$ cat src/hw/scc_pkg.sv
package scc_pkg;
  // oscillator ticks per chopping cycle: chop = osc / 8
  localparam int          CHOP_TICKS     = 8;
  localparam int          CNT_W          = 3;
  // decay table: four entries of 3-bit switch point
  localparam int          TBL_DEPTH      = 4;
  localparam int          TBL_AW         = 2;
  localparam int          PT_W           = 3;
  localparam logic [2:0]  TBL_RST_PT     = 3'h4;
  // current monitor point: last tick of the cycle
  localparam logic [2:0]  MON_PT         = 3'h7;
  // blanking window length in core clocks
  localparam real         BLANK_NS       = 400.0;
  localparam real         CLK_NS         = 100.0;
  localparam int          BLANK_CYC      = int'(BLANK_NS / CLK_NS);
  // overcurrent non-sensitivity time in oscillator ticks
  localparam int          OC_MASK_TICKS  = 4;
  // strobe-to-restart response: one oscillator period
  localparam real         RESP_US        = 1.25;

  typedef enum logic [1:0] {
    SCC_OFF    = 2'b00,
    SCC_CHARGE = 2'b01,
    SCC_SLOW   = 2'b10,
    SCC_FAST   = 2'b11
  } scc_mode_t;

  // decay mode select
  typedef enum logic [1:0] {
    SCC_DM_SLOW  = 2'b00,
    SCC_DM_MIXED = 2'b01,
    SCC_DM_FAST  = 2'b10,
    SCC_DM_RSVD  = 2'b11
  } scc_dmode_t;
endpackage : scc_pkg

$ cat src/hw/scc_table_mem.sv
`timescale 1ns/1ps
`default_nettype none
module scc_table_mem #(
  parameter int DEPTH = 4,
  parameter int AW    = 2,
  parameter int DW    = 3,
  parameter logic [DW-1:0] RST_VAL = '0
) (
  // clock and reset
  input  wire logic          clk_in,
  input  wire logic          rst_in,
  // write side
  input  wire logic          wr_en_in,
  input  wire logic [AW-1:0] wr_addr_in,
  input  wire logic [DW-1:0] wr_data_in,
  // read side
  input  wire logic [AW-1:0] rd_addr_in,
  output logic      [DW-1:0] rd_data_out
);
  logic [DW-1:0] mem_r [DEPTH];

  always_ff @(posedge clk_in) begin
    if (rst_in) begin
      for (int i = 0; i < DEPTH; i++) begin
        mem_r[i] <= RST_VAL;
      end
    end else if (wr_en_in) begin
      mem_r[wr_addr_in] <= wr_data_in;
    end
  end

  // registered read keeps timing clean into the decoder
  always_ff @(posedge clk_in) begin
    if (rst_in) begin
      rd_data_out <= RST_VAL;
    end else begin
      rd_data_out <= mem_r[rd_addr_in];
    end
  end
endmodule : scc_table_mem
`default_nettype wire

$ cat src/hw/scc_chop_ctrl.sv
// Operation
// chop frequency is oscillator frequency over eight
// strobe clears counter at next oscillator tick
// strobe response takes about one oscillator period
// after strobe restart, brief charge for comparison
// pure fast decay also charges briefly each cycle; the code skips it if the monitor point saw the set point
// host loads table via select pin, then chops
// mixed decay switches slow to fast at table point
// comparator ignored during blanking after switching
// overcurrent switches bridge outputs off
// mixed decay sequence charge, slow, then fast
// current high at monitor point skips next charge; the code does this in mixed and fast decay only, never in slow decay
// counter counts ticks zero to seven, wraps
`timescale 1ns/1ps
`default_nettype none
module scc_chop_ctrl #(
  parameter int BLANK_N = scc_pkg::BLANK_CYC
) (
  // clock and reset
  input  wire logic                   core_clk_in,
  input  wire logic                   rst_in,
  // oscillator tick and host strobe
  input  wire logic                   osc_tick_in,
  input  wire logic                   strobe_in,
  // decay mode and table write
  input  wire scc_pkg::scc_dmode_t    decay_mode_in,
  input  wire logic [1:0]             decay_sel_in,
  input  wire logic                   tbl_write_sel_in,
  input  wire logic [1:0]             tbl_wr_addr_in,
  input  wire logic [2:0]             tbl_wr_data_in,
  // current sense
  input  wire logic                   set_point_reached_in,
  input  wire logic                   overcurrent_in,
  // bridge control and status
  output var scc_pkg::scc_mode_t      bridge_mode_out,
  output logic [2:0]                  chop_cnt_out,
  output logic                        overcurrent_shutdown_out
);
  import scc_pkg::*;

  logic [2:0]  cnt_r;
  logic        strobe_pend_r;
  logic        restart_r;
  logic        skip_charge_r;
  logic        charge_done_r;
  logic [2:0]  decay_switch_point;
  logic [3:0]  blank_r;
  logic [2:0]  oc_cnt_r;
  logic        oc_r;
  scc_mode_t   mode_r;
  scc_mode_t   mode_nxt;

  function automatic logic [2:0] inc3(input logic [2:0] v);
    inc3 = v + 3'h1;
  endfunction : inc3

  // table writes only while the select pin is high
  scc_table_mem #(
    .DEPTH   (TBL_DEPTH),
    .AW      (TBL_AW),
    .DW      (PT_W),
    .RST_VAL (TBL_RST_PT)
  ) u_scc_table_mem (
    .clk_in      (core_clk_in),
    .rst_in      (rst_in),
    .wr_en_in    (tbl_write_sel_in),
    .wr_addr_in  (tbl_wr_addr_in),
    .wr_data_in  (tbl_wr_data_in),
    .rd_addr_in  (decay_sel_in),
    .rd_data_out (decay_switch_point)
  );

  // strobe held until next tick so it is not lost between ticks;
  // a strobe on the tick edge is used at once and must not linger,
  // else the following tick would restart the cycle a second time
  always_ff @(posedge core_clk_in) begin
    if (rst_in) begin
      strobe_pend_r <= 1'b0;
    end else if (osc_tick_in) begin
      strobe_pend_r <= 1'b0;
    end else if (strobe_in) begin
      strobe_pend_r <= 1'b1;
    end
  end

  // eight ticks per cycle; strobe clears at next tick
  always_ff @(posedge core_clk_in) begin
    if (rst_in) begin
      cnt_r     <= 3'h0;
      restart_r <= 1'b0;
    end else if (osc_tick_in) begin
      if (strobe_pend_r || strobe_in) begin
        cnt_r     <= 3'h0;
        restart_r <= 1'b1;
      end else begin
        cnt_r     <= inc3(cnt_r);
        restart_r <= 1'b0;
      end
    end
  end

  // sample current at monitor point for next cycle
  always_ff @(posedge core_clk_in) begin
    if (rst_in) begin
      skip_charge_r <= 1'b0;
    end else if (osc_tick_in && cnt_r == MON_PT) begin
      skip_charge_r <= set_point_reached_in &&
                       decay_mode_in != SCC_DM_SLOW;
    end
  end

  // blanking counter restarts on every mode change
  always_ff @(posedge core_clk_in) begin
    if (rst_in) begin
      blank_r <= 4'h0;
    end else if (mode_nxt != mode_r) begin
      blank_r <= 4'(BLANK_N);
    end else if (blank_r != 4'h0) begin
      blank_r <= blank_r - 4'h1;
    end
  end

  // charge ends once set point reached outside blanking
  always_ff @(posedge core_clk_in) begin
    if (rst_in) begin
      charge_done_r <= 1'b0;
    end else if (osc_tick_in &&
                 (cnt_r == MON_PT || strobe_pend_r || strobe_in)) begin
      charge_done_r <= 1'b0;
    end else if (mode_r == SCC_CHARGE && blank_r == 4'h0 &&
                 set_point_reached_in) begin
      charge_done_r <= 1'b1;
    end
  end

  always_comb begin
    mode_nxt = mode_r;
    if (oc_r) begin
      mode_nxt = SCC_OFF;
    end else if (restart_r && cnt_r == 3'h0 && !charge_done_r) begin
      mode_nxt = SCC_CHARGE;
    end else begin
      case (decay_mode_in)
        SCC_DM_FAST: begin
          // momentary charge for the comparison at cycle start
          if (cnt_r == 3'h0 && !charge_done_r && !skip_charge_r) begin
            mode_nxt = SCC_CHARGE;
          end else begin
            mode_nxt = SCC_FAST;
          end
        end
        SCC_DM_MIXED: begin
          if (!charge_done_r && !skip_charge_r) begin
            mode_nxt = SCC_CHARGE;
          end else if (cnt_r < decay_switch_point) begin
            mode_nxt = SCC_SLOW;
          end else begin
            mode_nxt = SCC_FAST;
          end
        end
        default: begin
          mode_nxt = charge_done_r ? SCC_SLOW : SCC_CHARGE;
        end
      endcase
    end
  end

  always_ff @(posedge core_clk_in) begin
    if (rst_in) begin
      mode_r <= SCC_OFF;
    end else begin
      mode_r <= mode_nxt;
    end
  end

  // overcurrent must persist past the non-sensitivity ticks; latches
  // until reset since the bridge may be shorted
  always_ff @(posedge core_clk_in) begin
    if (rst_in) begin
      oc_cnt_r <= 3'h0;
      oc_r     <= 1'b0;
    end else if (!overcurrent_in) begin
      oc_cnt_r <= 3'h0;
    end else if (osc_tick_in) begin
      if (oc_cnt_r == 3'(OC_MASK_TICKS)) begin
        oc_r <= 1'b1;
      end else begin
        oc_cnt_r <= inc3(oc_cnt_r);
      end
    end
  end

  assign bridge_mode_out          = mode_r;
  assign chop_cnt_out             = cnt_r;
  assign overcurrent_shutdown_out = oc_r;

  a_strobe_clears: assert property (@(posedge core_clk_in) disable iff (rst_in)
    osc_tick_in && strobe_pend_r |=> cnt_r == 3'h0)
    else $error("strobe did not clear counter");
  a_count_wraps: assert property (@(posedge core_clk_in) disable iff (rst_in)
    osc_tick_in && !strobe_in && !strobe_pend_r && cnt_r == 3'h7
    |=> cnt_r == 3'h0)
    else $error("counter did not wrap");
  a_count_steps: assert property (@(posedge core_clk_in) disable iff (rst_in)
    !osc_tick_in |=> $stable(cnt_r))
    else $error("counter moved without tick");
  a_oc_off: assert property (@(posedge core_clk_in) disable iff (rst_in)
    oc_r |=> mode_r == SCC_OFF)
    else $error("bridge on during shutdown");
  a_restart_charge: assert property (@(posedge core_clk_in)
    disable iff (rst_in)
    $rose(restart_r) && !oc_r && !charge_done_r && cnt_r == 3'h0
    |=> mode_r == SCC_CHARGE)
    else $error("no charge after restart");
  a_blank_hold: assert property (@(posedge core_clk_in) disable iff (rst_in)
    mode_r == SCC_CHARGE && blank_r != 4'h0 && !osc_tick_in
    |=> !$rose(charge_done_r))
    else $error("comparator used during blanking");
  a_mixed_switch: assert property (@(posedge core_clk_in)
    disable iff (rst_in)
    decay_mode_in == SCC_DM_MIXED && !oc_r && !restart_r && charge_done_r
    && cnt_r >= decay_switch_point |=> mode_r == SCC_FAST)
    else $error("no fast decay after switch point");
  a_skip_charge: assert property (@(posedge core_clk_in)
    disable iff (rst_in)
    decay_mode_in == SCC_DM_MIXED && skip_charge_r && !restart_r && !oc_r
    |=> mode_r != SCC_CHARGE)
    else $error("charge not skipped");
  a_fast_charge: assert property (@(posedge core_clk_in)
    disable iff (rst_in)
    decay_mode_in == SCC_DM_FAST && !oc_r && cnt_r != 3'h0 && !restart_r
    |=> mode_r == SCC_FAST)
    else $error("fast mode left fast decay");

  c_strobe: cover property (@(posedge core_clk_in) $rose(restart_r));
  c_fast: cover property (@(posedge core_clk_in) mode_r == SCC_FAST);
  c_oc: cover property (@(posedge core_clk_in) $rose(oc_r));
  c_skip: cover property (@(posedge core_clk_in) $rose(skip_charge_r));
endmodule : scc_chop_ctrl
`default_nettype wire

$ cat config.mk
export PLATFORM = sky130hd
export DESIGN_NAME = scc_chop_ctrl
export DESIGN_NICKNAME = d
export VERILOG_FILES = /design/src/hw/scc_pkg.sv /design/src/hw/scc_table_mem.sv /design/src/hw/scc_chop_ctrl.sv
export SDC_FILE = /design/constraint.sdc
export NUM_CORES = 1
export LEC_CHECK = 0
export ABC_CLOCK_PERIOD_IN_PS = 3100
export BUFFER_PORTS_ARGS = -buffer_cell sky130_fd_sc_hd__clkbuf_2
export CAP_MARGIN = 10
export CORE_UTILIZATION = 60
export CTS_CLUSTER_DIAMETER = 40
export DETAILED_ROUTE_END_ITERATION = 7
export PLACE_DENSITY_LB_ADDON = 0.1
export SYNTH_ARGS = -nofsm -noshare
export SYNTH_HDL_FRONTEND = slang
export SYNTH_SLANG_ARGS = --single-unit
$ cat constraint.sdc
create_clock -name core_clk_in -period 3.1 [get_ports core_clk_in]
set_clock_uncertainty 0.1 [all_clocks]
set_input_delay 0.31 -clock core_clk_in [delete_from_list [all_inputs] [get_ports core_clk_in]]
set_output_delay 0.31 -clock core_clk_in [all_outputs]
set_load 0.01 [all_outputs]
==> results.json <==
{
  "cp_num_buf_inv": 1,
  "die_area_um2": 2880,
  "design.core.area_um2": 2500,
  "hold_path_class": "in -> reg",
  "dp_hpwl_um": 2160,
  "track_usage": 0.229,
  "crit_family": "compound AO/OA/AOI/OAI gates",
  "status": "completed",
  "wl_per_cell_um": 13.5,
  "min_period_ps": 2060,
  "antenna_found_initial": 0,
  "die_width_um": 53.7,
  "peakVddDrop_uv": 469,
  "fin_area_um2": 1790,
  "rsz0062_at_grt": "no",
  "start_util": 0.641,
  "crit_path_max_incr_delay_ps": 430,
  "ys_seq_area_frac": 0.475,
  "worst_slew_pin_slew_ps": 504,
  "gp_congestion": 0.792,
  "path_max_fanout": 6,
  "drc": 0,
  "cts_sinks": 32,
  "cts_resized": 0,
  "clk-insertion-delay-late_ps": 330,
  "clkPwrFrac": 0.263,
  "final_max_slew_viol_count": 0,
  "cts_tree": "done",
  "holdPathStages": 3,
  "maxSlewHeadroom": 0.663,
  "drt_first_pass_iters": 4,
  "cp_num_cells": 7,
  "gr-total-overflow": 0,
  "grt_pass1_vias": 1033,
  "port_buffers": 21,
  "yosys_warnings": 0,
  "die_y_um": 53.7,
  "final_core_util": 0.714,
  "setup_tns_ps": 0,
  "rows": 18,
  "crit_arrival_ps": 2190,
  "power_leakage_nw": 0.732,
  "cts_root_buf": "clkbuf_4",
  "swShare": 0.275,
  "synth_nets": 180,
  "synthCells": 153,
  "num_vias": 1152,
  "p_seq_frac": 0.562,
  "synth.distinct_cells": 37,
  "path_clk_slew_ps": 100,
  "p_sw_uw": 237,
  "drtIter0Drc": 21,
  "hold_violations": 0,
  "numCtsBuffers": 5,
  "whs_ps": 166,
  "final_net_count": 205,
  "grt_first_pass_wirelength_um": 4440,
  "finalPower_uw": 861,
  "cap_violations": 0,
  "end_kind": "flip-flop",
  "diodes": 0,
  "path_cells": "inv_1 > ha_1 > and4bb_1 > a311oi_1 > o21ai_0 > xnor2_2 > o31a_1",
  "ctsHoldBuffers": 0,
  "setup_viol": 0,
  "post-route-period-util": 0.666,
  "io_pins": 22,
  "synth_seq_cells": 32,
  "intPower_uw": 625,
  "postCtsSetupBuffers": 0,
  "cts_max_level": 2,
  "critPathKind": "reg -> reg",
  "postSynthAreaPerCell_um2": 10.5,
  "p_per_area_nw_per_um2": 482,
  "comb_power_share": 0.176,
  "reg2regPathDepth": 7,
  "clock_path_buffers": 2,
  "finalWirelength_um": 2830,
  "cp.required_ps": 3220,
  "antenna_left": 0,
  "syn_area_um2": 1600,
  "grt_max_degree": 19,
  "fmaxAchievable_ghz": 0.484,
  "drive_gt1_frac": 0.218,
  "place_area_um2": 1730,
  "slowest_stage": "dfxtp_1",
  "viasPerCell": 5.51,
  "start_kind": "flip-flop",
  "area_growth_syn_to_layout_pct": 11.5
}
[per-layer routing]
metal	up-vias	track usage	wire, um
met1	527	0.252	1230
met5	-	0	0
met2	28	0.395	1410
li1	588	-	-
met3	9	0.0847	123
met4	0	0.0921	67
[kinds of logic (layout without fill, tap and decap cells)]
family,count (synthesis),in the layout,synth area share
buffers and inverters,17,43,0.0398
AO/OA/AOI/OAI,19,19,0.0852
AND/OR/NAND/NOR,64,64,0.227
flip-flops,32,32,0.475
adder cells (fa/ha/maj),11,11,0.0859
XOR/XNOR,5,5,0.0320
multiplexers,5,5,0.0547
[power by group through the flow]
stage	logic, mW	clock network [mW]	registers [mW]
floorplan	0.112	0	0.490
global placement	0.145	0	0.493
detailed placement	0.151	0	0.494
CTS	0.153	0.232	0.484
global route	0.169	0.247	0.488
finish	0.152	0.226	0.484
[Yosys cell counts]
library cell,instances,area (um2)
nand4_1,1,6.26
nor2_1,12,45.0
a2111oi_2,1,15.0
a311oi_1,1,8.76
or3_1,1,6.26
xor2_1,2,17.5
a21oi_1,8,40.0
or2b_1,1,7.51
clkbuf_1,3,11.3
nand2b_4,1,13.8
edfxtp_1,12,360
o311ai_2,1,16.3
nand2_1,8,30.0
mux2i_1,2,20.0
nand3_1,3,15.0
ha_1,11,138
xnor2_1,2,17.5
nand4b_1,1,8.76
nand2b_1,6,37.5
or2_2,4,25.0
o311ai_0,1,8.76
mux4_2,3,67.6
inv_1,14,52.6
and2_2,1,7.51
a211oi_1,1,7.51
nor3_1,5,25.0
dfxtp_1,20,400
and2_1,10,62.6
o21ai_0,2,10.0
and4bb_1,1,12.5
xnor2_2,1,16.3
o31a_1,2,17.5
nor3b_1,4,30.0
o21ai_1,1,5.00
nor2b_1,2,12.5
nor4_1,3,18.8
a21boi_0,1,7.51
[final timing paths]
kind | startpoint | to | slack, ps
max | chop_cnt_out[0] | blank_r[2] | 1040
min | overcurrent_in | oc_cnt_r[0] | 170
max reg2reg | chop_cnt_out[0] | blank_r[2] | 1040
min reg2reg | skip_charge_r | skip_charge_r | 400
[worst register-to-register path: cells and delay by family, from the launching register on]
kind	cells	cell delay [ps]
AOI/OAI and AO/OA	3	730
xor gates and xnor gates	1	210
adders and majority gates	1	210
buffers and inverters	1	70
DFF	1	430
and+or+nand+nor	1	220
[layout by cell type (no fill, tap or decap), types with 6 or more instances in the layout]
cell,netlist,routed
clkbuf_2,0,21
nand2_1,8,8
dfxtp_1,20,20
ha_1,11,11
nand2b_1,6,6
a21oi_1,8,8
inv_1,14,14
and2_1,10,10
edfxtp_1,12,12
nor2_1,12,12
[final cells by class]
class / instances / area [um2]
clock inverters: 2 / 11.3
clock buffers: 6 / 41.3
fillers: 198 / 714
flip-flops and latches: 32 / 761
multi-input cells: 104 / 777
repair buffers: 21 / 105
well taps: 30 / 37.5
inverters: 14 / 52.6
[stage by stage]
stage          setup slack (ps)  std cells
6_report                   1040        209
5_1_grt                     898        209
3_5_place_dp               1070        201
4_1_cts                    1040        209
3_3_place_gp               1120        201
2_1_floorplan              1150        153
[flip-flops by register name (all words and copies together) (netlist names)]
signal                       cells
blank_r                          4
bridge_mode_out                  2
charge_done_r                    1
chop_cnt_out                     3
oc_cnt_r                         3
overcurrent_shutdown_out         1
restart_r                        1
skip_charge_r                    1
strobe_pend_r                    1
u_scc_table_mem.mem_r           12
u_scc_table_mem.rd_data_out      3
Note: power is estimated with default switching activity, not from simulation.
